$ cat src/design/mpt_regs.vh
// Purpose: register map, field positions and reset values of the time base
// Assumes: 32-bit AXI4-Lite words, 16-bit registers in the low half
// Notes:   byte offsets are word aligned
`ifndef MPT_REGS_VH
`define MPT_REGS_VH

`define MPT_OFS_TCON      5'h00
`define MPT_OFS_TMR       5'h04
`define MPT_OFS_TPER      5'h08
`define MPT_OFS_SECMP     5'h0C
`define MPT_OFS_CON1      5'h10
`define MPT_OFS_KEY       5'h14
`define MPT_OFS_FLTA      5'h18
`define MPT_OFS_FLTB      5'h1C

`define MPT_TCON_MASK     16'hA0FF
`define MPT_CON1_MASK     16'h0777
`define MPT_FLT_MASK      16'h3F87
`define MPT_FLT_RESET     16'h0007
`define MPT_CON1_PEN_ALL  16'h0077

`define MPT_KEY_FIRST     16'hABCD
`define MPT_KEY_SECOND    16'h4321

`define MPT_BIT_RUN       15
`define MPT_BIT_IDLE      13
`define MPT_OPS_HI        7
`define MPT_OPS_LO        4
`define MPT_CKPS_HI       3
`define MPT_CKPS_LO       2
`define MPT_MODE_HI       1
`define MPT_MODE_LO       0
`define MPT_BIT_DIR       15

`define MPT_MODE_FREE     2'h0
`define MPT_MODE_SINGLE   2'h1
`define MPT_MODE_UPDN     2'h2
`define MPT_MODE_UPDN2    2'h3

`define MPT_RESP_OKAY     2'h0
`define MPT_RESP_SLVERR   2'h2

`endif

$ cat src/design/mpt_prescale.v
// Purpose: input clock prescaler producing a count tick every 1/4/16/64 cycles
// Assumes: enable low holds the divider cleared
// Notes:   divider restarts whenever the time base is halted
`timescale 1ns/1ns
module mpt_prescale #(
	parameter W = 6
) (
	// clock and reset
	input  wire         aclk,
	input  wire         aresetn,
	// control
	input  wire         enable,
	input  wire [1:0]   code,
	// tick
	output reg          tick
);
	reg  [W-1:0] div_reg;
	reg  [W-1:0] limit;

	always @* begin
		case (code)
			2'h0: limit = 6'h00;
			2'h1: limit = 6'h03;
			2'h2: limit = 6'h0F;
			default: limit = 6'h3F;
		endcase
	end

	always @(posedge aclk) begin
		if (!aresetn) begin
			div_reg <= {W{1'b0}};
			tick    <= 1'b0;
		end else if (!enable) begin
			div_reg <= {W{1'b0}};
			tick    <= 1'b0;
		end else if (div_reg >= limit) begin
			div_reg <= {W{1'b0}};
			tick    <= 1'b1;
		end else begin
			div_reg <= div_reg + 1'b1;
			tick    <= 1'b0;
		end
	end
endmodule

$ cat src/design/mpt_timebase.v
// What this block does
// - counter runs only while the run bit is set.
// - idle-halt set stops counting in processor idle; clear keeps counting.
// - output events divided by postscale code plus one, 1:1 to 1:16.
// - prescale codes 00..11 give count period of 1, 4, 16, 64 cycles.
// - mode 00 free, 01 single pulse, 10 up/down, 11 up/down double update.
// - counter register top bit is read-only direction, one when counting down.
// - low fifteen bits of counter register hold count, software read/write.
// - period is fifteen bits; its top register bit is unimplemented.
// - special trigger fires when compare value equals count.
// - special trigger also needs direction bit equal to count direction.
// - per pair, mode bit set independent, clear complementary.
// - high-side enable set gives pin to PWM, clear to general I/O.
// - low-side enable set gives pin to PWM, clear to general I/O.
// - pair control register writes only take effect after unlock.
// - pin enable reset value follows the pins-to-port configuration bit.
// - unimplemented bits ignore writes and read as zero.
// - unlock is 0xABCD then 0x4321 to key, protected write next.
// - complementary mode drives low-side as complement of high-side.
// - any reset enables both faults in latched mode.
//
// Purpose: motor PWM time base, special event trigger and pin control
// Assumes: AXI4-Lite slave, one write and one read outstanding at a time
// Notes:   duty generators are outside; they feed duty_high_in per pair
`timescale 1ns/1ns
`include "mpt_regs.vh"
module mpt_timebase #(
	parameter CW = 15,
	parameter NP = 3
) (
	// clock and reset
	input  wire          aclk,
	input  wire          aresetn,
	// configuration and core state
	input  wire          pins_to_port_at_reset,
	input  wire          cpu_idle,
	// duty generator inputs, one per pair
	input  wire [NP-1:0] duty_high_in,
	// AXI4-Lite write address
	input  wire [4:0]    s_axi_awaddr,
	input  wire          s_axi_awvalid,
	output reg           s_axi_awready,
	// AXI4-Lite write data
	input  wire [31:0]   s_axi_wdata,
	input  wire [3:0]    s_axi_wstrb,
	input  wire          s_axi_wvalid,
	output reg           s_axi_wready,
	// AXI4-Lite write response
	output reg  [1:0]    s_axi_bresp,
	output reg           s_axi_bvalid,
	input  wire          s_axi_bready,
	// AXI4-Lite read
	input  wire [4:0]    s_axi_araddr,
	input  wire          s_axi_arvalid,
	output reg           s_axi_arready,
	output reg  [31:0]   s_axi_rdata,
	output reg  [1:0]    s_axi_rresp,
	output reg           s_axi_rvalid,
	input  wire          s_axi_rready,
	// time base status
	output reg  [CW-1:0] count_out,
	output reg           count_dir_flag,
	output reg           special_event,
	output reg           postscale_event,
	// pins
	output reg  [NP-1:0] pwm_high,
	output reg  [NP-1:0] pwm_low,
	output reg  [NP-1:0] high_output_en,
	output reg  [NP-1:0] low_output_en,
	output reg  [NP-1:0] pair_independent_sel,
	output reg  [15:0]   fault_a_control,
	output reg  [15:0]   fault_b_control
);
	reg  [15:0]   tcon_reg;
	reg  [CW-1:0] count_reg;
	reg  [CW-1:0] period_reg;
	reg  [CW-1:0] trig_cmp_reg;
	reg           trig_dir_reg;
	reg  [1:0]    key_state_reg;
	reg  [3:0]    post_cnt_reg;
	reg  [4:0]    wr_addr_reg;
	reg  [31:0]   wr_data_reg;
	reg  [3:0]    wr_strb_reg;
	reg           have_aw_reg;
	reg           have_w_reg;
	reg           rst_seen_reg;
	reg  [CW-1:0] count_next;
	reg           dir_next;
	reg           wrap_evt;
	reg           stop_pulse;

	wire       run        = tcon_reg[`MPT_BIT_RUN];
	wire       idle_halt  = tcon_reg[`MPT_BIT_IDLE];
	wire [3:0] post_code  = tcon_reg[`MPT_OPS_HI:`MPT_OPS_LO];
	wire [1:0] ckps       = tcon_reg[`MPT_CKPS_HI:`MPT_CKPS_LO];
	wire [1:0] count_mode_sel = tcon_reg[`MPT_MODE_HI:`MPT_MODE_LO];
	wire       counting   = run && !(idle_halt && cpu_idle);
	wire       tick;
	// a tick already in flight when the run bit drops must not move the count
	wire       step       = tick && counting;
	wire       do_write   = have_aw_reg && have_w_reg && !s_axi_bvalid;
	wire       lo_lanes   = wr_strb_reg[0] && wr_strb_reg[1];
	wire [15:0] wval      = wr_data_reg[15:0];
	wire       unlocked   = (key_state_reg == 2'h2);
	wire [CW-1:0] zero_cnt = {CW{1'b0}};

	mpt_prescale #(
		.W (6)
	) u_prescale (
		.aclk    (aclk),
		.aresetn (aresetn),
		.enable  (counting),
		.code    (ckps),
		.tick    (tick)
	);

	// count sequencing per mode
	always @* begin
		count_next = count_reg;
		dir_next   = count_dir_flag;
		wrap_evt   = 1'b0;
		stop_pulse = 1'b0;
		if (step) begin
			case (count_mode_sel)
				`MPT_MODE_FREE: begin
					dir_next = 1'b0;
					if (count_reg >= period_reg) begin
						count_next = zero_cnt;
						wrap_evt   = 1'b1;
					end else begin
						count_next = count_reg + 1'b1;
					end
				end
				`MPT_MODE_SINGLE: begin
					dir_next = 1'b0;
					if (count_reg >= period_reg) begin
						count_next = zero_cnt;
						wrap_evt   = 1'b1;
						stop_pulse = 1'b1;
					end else begin
						count_next = count_reg + 1'b1;
					end
				end
				default: begin
					if (!count_dir_flag) begin
						if (count_reg >= period_reg) begin
							dir_next   = 1'b1;
							count_next = count_reg - 1'b1;
							wrap_evt   = (count_mode_sel == `MPT_MODE_UPDN2);
						end else begin
							count_next = count_reg + 1'b1;
						end
					end else begin
						if (count_reg == zero_cnt) begin
							dir_next   = 1'b0;
							count_next = count_reg + 1'b1;
							wrap_evt   = 1'b1;
						end else begin
							count_next = count_reg - 1'b1;
						end
					end
				end
			endcase
		end
	end

	// write channel capture, both orders accepted
	always @(posedge aclk) begin
		if (!aresetn) begin
			have_aw_reg   <= 1'b0;
			have_w_reg    <= 1'b0;
			wr_addr_reg   <= 5'h00;
			wr_data_reg   <= 32'h00000000;
			wr_strb_reg   <= 4'h0;
			s_axi_awready <= 1'b0;
			s_axi_wready  <= 1'b0;
			s_axi_bvalid  <= 1'b0;
			s_axi_bresp   <= `MPT_RESP_OKAY;
		end else begin
			s_axi_awready <= !have_aw_reg && !s_axi_awready && s_axi_awvalid;
			s_axi_wready  <= !have_w_reg && !s_axi_wready && s_axi_wvalid;
			if (s_axi_awvalid && s_axi_awready) begin
				have_aw_reg <= 1'b1;
				wr_addr_reg <= s_axi_awaddr;
			end
			if (s_axi_wvalid && s_axi_wready) begin
				have_w_reg  <= 1'b1;
				wr_data_reg <= s_axi_wdata;
				wr_strb_reg <= s_axi_wstrb;
			end
			if (do_write) begin
				have_aw_reg  <= 1'b0;
				have_w_reg   <= 1'b0;
				s_axi_bvalid <= 1'b1;
				s_axi_bresp  <= (wr_addr_reg > `MPT_OFS_FLTB ||
					wr_addr_reg[1:0] != 2'h0) ?
					`MPT_RESP_SLVERR : `MPT_RESP_OKAY;
			end else if (s_axi_bvalid && s_axi_bready) begin
				s_axi_bvalid <= 1'b0;
			end
		end
	end

	// register file and time base state
	always @(posedge aclk) begin
		if (!aresetn) begin
			tcon_reg             <= 16'h0000;
			count_reg            <= zero_cnt;
			count_dir_flag       <= 1'b0;
			period_reg           <= zero_cnt;
			trig_cmp_reg         <= zero_cnt;
			trig_dir_reg         <= 1'b0;
			key_state_reg        <= 2'h0;
			pair_independent_sel <= {NP{1'b0}};
			high_output_en       <= {NP{1'b0}};
			low_output_en        <= {NP{1'b0}};
			fault_a_control      <= `MPT_FLT_RESET;
			fault_b_control      <= `MPT_FLT_RESET;
			rst_seen_reg         <= 1'b0;
		end else begin
			count_reg      <= count_next;
			count_dir_flag <= dir_next;
			if (stop_pulse)
				tcon_reg[`MPT_BIT_RUN] <= 1'b0;
			rst_seen_reg <= 1'b1;
			// strap caught once after release
			if (!rst_seen_reg) begin
				high_output_en <= {NP{!pins_to_port_at_reset}};
				low_output_en  <= {NP{!pins_to_port_at_reset}};
			end
			// any access other than key writes breaks the unlock chain
			if (s_axi_arvalid && s_axi_arready)
				key_state_reg <= 2'h0;
			if (do_write) begin
				if (wr_addr_reg != `MPT_OFS_KEY)
					key_state_reg <= 2'h0;
				if (lo_lanes) begin
					case (wr_addr_reg)
						`MPT_OFS_TCON:
							tcon_reg <= wval & `MPT_TCON_MASK;
						`MPT_OFS_TMR:
							count_reg <= wval[CW-1:0];
						`MPT_OFS_TPER:
							period_reg <= wval[CW-1:0];
						`MPT_OFS_SECMP: begin
							trig_cmp_reg <= wval[CW-1:0];
							trig_dir_reg <= wval[15];
						end
						`MPT_OFS_KEY: begin
							if (key_state_reg == 2'h0 && wval == `MPT_KEY_FIRST)
								key_state_reg <= 2'h1;
							else if (key_state_reg == 2'h1 &&
								wval == `MPT_KEY_SECOND)
								key_state_reg <= 2'h2;
							else
								key_state_reg <= 2'h0;
						end
						`MPT_OFS_CON1: begin
							if (unlocked) begin
								pair_independent_sel <= wval[10:8];
								high_output_en <= wval[6:4];
								low_output_en  <= wval[2:0];
							end
						end
						`MPT_OFS_FLTA: begin
							if (unlocked)
								fault_a_control <= wval & `MPT_FLT_MASK;
						end
						`MPT_OFS_FLTB: begin
							if (unlocked)
								fault_b_control <= wval & `MPT_FLT_MASK;
						end
						default: begin
						end
					endcase
				end
			end
		end
	end

	// events and pins
	always @(posedge aclk) begin
		if (!aresetn) begin
			post_cnt_reg    <= 4'h0;
			postscale_event <= 1'b0;
			special_event   <= 1'b0;
			count_out       <= zero_cnt;
			pwm_high        <= {NP{1'b0}};
			pwm_low         <= {NP{1'b0}};
		end else begin
			count_out     <= count_reg;
			special_event <= step && (count_reg == trig_cmp_reg) &&
				(trig_dir_reg == count_dir_flag);
			postscale_event <= 1'b0;
			if (wrap_evt) begin
				if (post_cnt_reg >= post_code) begin
					post_cnt_reg    <= 4'h0;
					postscale_event <= 1'b1;
				end else begin
					post_cnt_reg <= post_cnt_reg + 1'b1;
				end
			end
			pwm_high <= duty_high_in & high_output_en;
			// complementary pairs get the inverse of the high side
			pwm_low <= (pair_independent_sel & duty_high_in |
				~pair_independent_sel & ~duty_high_in) & low_output_en;
		end
	end

	// read channel
	always @(posedge aclk) begin
		if (!aresetn) begin
			s_axi_arready <= 1'b0;
			s_axi_rvalid  <= 1'b0;
			s_axi_rdata   <= 32'h00000000;
			s_axi_rresp   <= `MPT_RESP_OKAY;
		end else begin
			s_axi_arready <= !s_axi_arready && !s_axi_rvalid && s_axi_arvalid;
			if (s_axi_arvalid && s_axi_arready) begin
				s_axi_rvalid <= 1'b1;
				s_axi_rresp  <= `MPT_RESP_OKAY;
				case (s_axi_araddr)
					`MPT_OFS_TCON:  s_axi_rdata <= {16'h0000, tcon_reg};
					`MPT_OFS_TMR:   s_axi_rdata <= {16'h0000,
						count_dir_flag, count_reg};
					`MPT_OFS_TPER:  s_axi_rdata <= {17'h00000, period_reg};
					`MPT_OFS_SECMP: s_axi_rdata <= {16'h0000,
						trig_dir_reg, trig_cmp_reg};
					`MPT_OFS_CON1:  s_axi_rdata <= {21'h000000,
						pair_independent_sel, 1'b0, high_output_en,
						1'b0, low_output_en};
					`MPT_OFS_KEY:   s_axi_rdata <= 32'h00000000;
					`MPT_OFS_FLTA:  s_axi_rdata <= {16'h0000, fault_a_control};
					`MPT_OFS_FLTB:  s_axi_rdata <= {16'h0000, fault_b_control};
					default: begin
						s_axi_rdata <= 32'h00000000;
						s_axi_rresp <= `MPT_RESP_SLVERR;
					end
				endcase
			end else if (s_axi_rvalid && s_axi_rready) begin
				s_axi_rvalid <= 1'b0;
			end
		end
	end
endmodule

$ cat config.mk
export PLATFORM = sky130hd
export DESIGN_NAME = mpt_timebase
export DESIGN_NICKNAME = d
export VERILOG_FILES = /design/src/design/mpt_prescale.v /design/src/design/mpt_timebase.v
export VERILOG_INCLUDE_DIRS = /design/src /design/src/design
export SDC_FILE = /design/constraint.sdc
export NUM_CORES = 1
export LEC_CHECK = 0
export BUFFER_PORTS_ARGS = -buffer_cell sky130_fd_sc_hd__buf_2
export CORE_MARGIN = 10
export CORE_UTILIZATION = 40
export CTS_CLUSTER_SIZE = 8
export DETAILED_ROUTE_END_ITERATION = 6
export PLACE_DENSITY = 0.68
export SYNTH_ARGS = -nofsm -noshare
export SYNTH_HDL_FRONTEND = slang
export SYNTH_SLANG_ARGS = --single-unit
$ cat constraint.sdc
create_clock -name aclk -period 2.45 [get_ports aclk]
set_clock_uncertainty 0.05 [all_clocks]
set_input_delay 0.1225 -clock aclk [delete_from_list [all_inputs] [get_ports aclk]]
set_output_delay 0.1225 -clock aclk [all_outputs]
set_load 0.03 [all_outputs]
Word-level counts from Yosys, hierarchy flattened
Index checks and enable logic that the tools add are counted.
- flip-flop bits (word level): 189
- input bits: 58
- word-level logic and storage cells: 182
- add/sub/neg operators: 4
- magnitude comparators: 4
- equal/unequal tests: 25
- multiplexer cells: 53
- bitwise operators: 9
- reduce and logical (&&, ||, !) cells: 52
- operators by type and width (kind ; number):
    15-bit two-way mux ; 9
    16-bit case mux with 7 select lines ; 1
    16-bit two-way mux ; 3
    5-bit == test, second input constant ; 8
    3-bit two-way mux ; 10
    1-bit logical AND ; 21
    5-bit by 4-bit == test with 1-bit output, second input constant ; 4
    1-bit two-way mux ; 19
    2-bit two-way mux ; 9
    6-bit case mux with 3 select lines ; 1
    16-bit by 15-bit == test with 1-bit output, second input constant ; 1
    16-bit == test, second input constant ; 1
    15-bit by 1-bit adder with 15-bit output, second input constant ; 1
    15-bit == test ; 1
    15-bit greater-or-equal comparator ; 1
    15-bit zero test ; 1
    15-bit by 1-bit subtractor with 15-bit output, second input constant ; 1
    3-bit AND ; 4
    4-bit AND reduction ; 3
    5-bit by 3-bit == test with 1-bit output, second input constant ; 2
    5-bit zero test ; 2
    1-bit zero test ; 9
    3-bit AND reduction ; 3
    8-bit OR reduction ; 1
    other kinds (19) ; 31

Depth between registers and ports, before layout
- depth in word-level cells: 9
- gate-level depth with buffers: 11
- gate-level depth less buffers: 8

By module
A second synthesis with hierarchy kept.
- cell total of the unflattened synthesis: 1090
- area, all modules: 8964.8 um2
- modules (own cells, without submodules) (module ; instances ; cells each ; area each (um2) ; sequential area each (um2)):
    mpt_timebase ; 1 ; 1045 ; 8555.7 ; 3283.1
    mpt_prescale ; 1 ; 45 ; 409.1 ; 140.1

Worst setup path after synthesis
Ideal clock, no wire load.
- kind: register to register
- start: register count_reg[0]
- end: register count_reg[12]
- arrival time: 2.473 ns
- data required time: 2.326 ns
- slack: -0.147 ns
- stages on the path, launching flop included: 12
- period minus slack after synthesis: 2.597 ns
- path through: dfxtp_1 > clkbuf_1 > inv_1 > ha_1 > nand2b_1 > a211o_1 > a211oi_1 > o211a_1 > buf_4 > buf_4 > o211ai_1 > a31oi_1
- cells in the longest elaborated chain, start to end: 8
- RTL lines (element ; RTL line ; source):
    start: declaration ; mpt_timebase.v:75 ; reg [CW-1:0] count_reg;
    start signal: assignment ; mpt_timebase.v:208 ; count_reg <= zero_cnt;
    start signal: assignment ; mpt_timebase.v:221 ; count_reg <= count_next;
    start signal: assignment ; mpt_timebase.v:242 ; count_reg <= wval[CW-1:0];
    15-bit by 1-bit adder with 15-bit output, or another cell as far along ; -- ;
    15-bit two-way mux (on tied branches) ; mpt_timebase.v:146, mpt_timebase.v:154 ;
    15-bit two-way mux ; mpt_timebase.v:145 ; if (!count_dir_flag) begin
    15-bit two-way mux * ; -- ;
    15-bit two-way mux * ; mpt_timebase.v:123 ; if (step) begin
    15-bit two-way mux ; mpt_timebase.v:238 ; case (wr_addr_reg)
    15-bit two-way mux ; mpt_timebase.v:237 ; if (lo_lanes) begin
    15-bit two-way mux * ; mpt_timebase.v:234 ; if (do_write) begin
Every way passes the cells marked *; elsewhere a longest branch is shown, timed or not.
A chain may end at the register's enable or synchronous reset.

Final worst setup path
- start: register period_reg[9]
- end: register post_cnt_reg[0]
- cells in the longest elaborated chain, start to end: 5
- RTL lines (element ; RTL line ; source):
    start: declaration ; mpt_timebase.v:76 ; reg [CW-1:0] period_reg;
    start signal: assignment ; mpt_timebase.v:210 ; period_reg <= zero_cnt;
    start signal: assignment ; mpt_timebase.v:244 ; period_reg <= wval[CW-1:0];
    15-bit greater-or-equal comparator * ; mpt_timebase.v:127, mpt_timebase.v:136, mpt_timebase.v:146 ;
    1-bit two-way mux ; mpt_timebase.v:146 ; if (count_reg >= period_reg) begin
    1-bit two-way mux ; mpt_timebase.v:145 ;
    1-bit two-way mux * ; -- ;
    1-bit two-way mux * ; mpt_timebase.v:123 ;
    end signal: assignment ; mpt_timebase.v:300 ; post_cnt_reg <= post_cnt_reg + 1'b1;
    end: declaration ; mpt_timebase.v:80 ; reg [3:0] post_cnt_reg;
Marked as above.

==> results.py <==
metrics = {
    "sta": {
        "slew_headroom_pct": 54.6,
        "tns_ns": 0,
        "final_max_slew_viol_count": 0,
        "hold_viol": 0,
        "tightestPinTransition_ns": 0.682,
        "fmax_mhz": 417,
        "setup_viol": 0,
        "final.period_utilization_pct": 98.0,
        "min_period_ns": 2.40,
    },
    "run": {
        "cap_violations": 0,
    },
    "cells_and_area": {
        "multiInputGateArea_sq_um": 4710,
        "final_layout_size_suffix_gt1_share_pct": 20.2,
        "seq_area_sq_um": 3430,
        "final.fill_count": 1976,
        "areaGrowthSynthToFinish_pct": 22.2,
        "nNetsFinal": 1234,
        "n_antenna_cell": 0,
        "fin_cells": 1433,
    },
    "critical_path": {
        "regToRegSetupSlack_ns": 0.05,
        "cp.arrival_ns": 2.65,
        "cp-start-kind": "flip-flop",
        "r2r_cells": 9,
        "r2r-end": "post_cnt_reg[0]",
        "regToRegStartpoint": "period_reg[9]",
        "crit_fanout": 7,
        "worst-setup-path-type": "reg -> reg",
        "required_ns": 2.70,
        "critPathCaptureType": "flip-flop",
    },
    "routing": {
        "dr.pass1.iters": 7,
        "wire_per_inst_microns": 18.7,
        "routed_wl_microns": 26800,
        "via_count": 7861,
        "ant_nets": 0,
        "drc_errors": 0,
        "avgViaCountPerCell": 5.49,
        "drt_iter0_drc": 645,
    },
    "yosys": {
        "syn_area_per_cell_sq_um": 8.60,
        "synth_top_area_share_pct": 39.8,
        "yosysTopAreaCell": "dfxtp_1",
        "syn_inst": 999,
        "ys.flop_type": "dfxtp_1",
        "ys_top_cells_by_area": "dfxtp_1 (40%), mux2i_1 (7.5%), nor2_1 (5.0%)",
        "ys_ff_latch": 171,
        "synth_area_sq_um": 8590,
        "yosys_warnings": 0,
        "synth_edf_count": 0,
        "synthArstFlopShare_pct": 0,
        "yosysSeqAreaShare_pct": 39.8,
        "synth.distinct_cells": 70,
    },
    "cts": {
        "cts-root-buf": "clkbuf_16",
        "htree_levels": 4,
        "cts_tree": "built",
        "numCtsBuffers": 17,
        "clock_path_buffers": 2,
        "cts_sinks": 171,
        "clk_pin_slew_ns": 0.07,
        "clk_latency_ns": 0.44,
    },
    "global_routing": {
        "grt_pass1_vias": 7602,
        "grt_overflow": 0,
        "grtUsageTotal_pct": 18.3,
        "grt_max_degree": 49,
        "antenna_found_initial": 0,
        "grt_first_pass_wirelength_microns": 41700,
    },
    "floorplan": {
        "pin_count": 164,
        "coreArea_sq_um": 21100,
        "die-area_sq_um": 27700,
        "die_x_microns": 167,
        "rows": 53,
        "dieHeight_microns": 167,
        "initial_core_util_pct": 40.7,
    },
    "placed_design": {
        "gp_congestion": 0.895,
        "dpl.cell_count": 1363,
        "port_buffers": 115,
        "dp_hpwl_microns": 19000,
    },
    "pwr": {
        "power.leakage_nw": 4.16,
        "power_mw": 5.73,
        "powerDensity_nw_per_um2": 546,
        "vdd_drop_max_v": 0.000498,
    },
    "hold_path": {
        "hold_class": "in -> reg",
        "hold_end": "low_output_en[0]",
        "hold_depth": 4,
        "holdCritStartpoint": "pins_to_port_at_reset",
    },
    "run_status": {
        "outcome": "completed",
    },
}
==> per-stage QoR <==
| stage | setup slack (ns) | hold WS (ns) | instance area, sq um | utilization, % |
|---|---|---|---|---|
| 5_1_grt | -0.0117 | 0.118 | 10500 | 49.8 |
| 3_3_place_gp | 0.0892 | 0.315 | 9480 | 44.9 |
| 6_report | 0.0498 | 0.0566 | 10500 | 49.8 |
| 2_1_floorplan | 0.0575 | 0.100 | 8710 | - |
| 3_5_place_dp | 0.0356 | 0.319 | 9480 | 44.9 |
| 4_1_cts | 0.00359 | 0.0529 | 10400 | 49.2 |
==> how the worst max path moves through the flow <==
stage	from	endpoint	slack (ns)	cells after the start
after floorplan	count_reg[0]	count_reg[12]	0.06	11
after global placement	period_reg[8]	count_reg[13]	0.09	8
after detailed placement	period_reg[8]	count_reg[5]	0.04	9
after CTS	period_reg[8]	post_cnt_reg[2]	0.004	9
after global routing	period_reg[9]	post_cnt_reg[1]	-0.01	9
final	period_reg[9]	post_cnt_reg[0]	0.05	9
==> logic make-up (layout without fill, tap and decap cells) <==
family | Yosys count | in the layout | share of synthesized area, %
other | 1 | 30 | 0.0436
muxes | 64 | 64 | 7.46
and+or+nand+nor | 350 | 350 | 20.6
adders and majority gates | 30 | 30 | 4.37
AOI/OAI and AO/OA | 205 | 205 | 15.2
xor gates and xnor gates | 47 | 47 | 4.79
DFF | 171 | 171 | 39.8
buffers and inverters | 131 | 261 | 7.65
==> critical path, cell delays in order, from the launching register on <==
cell      delay (ns)
dfxtp_2         0.35
inv_1           0.05
ha_1            0.26
and2_4          0.16
a221o_1         0.35
a221oi_4        0.43
o211a_4         0.27
buf_4           0.17
or4_1           0.12
a21oi_1         0.06
==> layout make-up <==
class	instances	share of cell area, %
flip-flops and latches	171	32.7
multi-input cells	726	44.9
clock inverters	11	0.846
clock buffers	20	4.35
inverters	29	1.05
well taps	275	3.28
repair buffers	201	12.9
==> synthesized netlist by cell type, drive strengths merged (3+ instances only) <==
cell    count
a31oi      21
buf        51
dfxtp     171
nand4b      3
nor3       18
nand3      30
nand4      13
xor2       20
and4        6
or3         5
and3       14
o31ai       5
a21o        4
mux2i      64
a222oi     10
a21oi      78
xnor2      27
a22oi      28
nor4        9
o211ai      9
inv        29
clkbuf     51
o21ai      27
or4         5
nor2      116
nand2      85
and2       19
or2         3
nor2b       4
a211o       3
nand2b      8
a211oi     12
ha         30
==> power by group <==
group | internal, mW | switching, mW | leakage [nW] | total, mW
logic | 0.108 | 0.218 | 2.51 | 0.326
registers | 2.81 | 0.0447 | 1.38 | 2.85
clock network | 1.36 | 1.19 | 0.260 | 2.55
==> cell usage in the layout (no fill, tap or decap), types with 8 or more instances in the layout <==
master and n:
inv_1 28, a222oi_1 10, o211ai_1 8, dlygate4sd3_1 36, ha_1 28, mux2i_1 64
a31oi_1 21, nor3_1 14, and2_1 18, clkbuf_16 17, dfxtp_1 165, buf_2 115
buf_4 45, nor2_1 113, xor2_1 20, and3_1 13, xnor2_1 27, nand3_1 29
nand2b_1 8, o21ai_0 22, nand4_1 12, a22oi_1 28, a21oi_1 77, conb_1 30
nand2_1 84, a211oi_1 11
==> repair_timing <==
item,in CTS,in global routing
endpoints found under the setup margin,0,21
buffers inserted,0,2
resized for setup,0,24
hold endpoints to repair,35,0
hold buffers,36,0
==> metal layers <==
metal,vias to the layer above,track usage (%),wire (microns)
met5,-,0,0
met4,0,5.50,466
met3,38,5.34,2340
met2,345,31.0,13000
met1,3726,22.0,11000
li1,3752,-,-
Power figures use the tool's default switching activity.
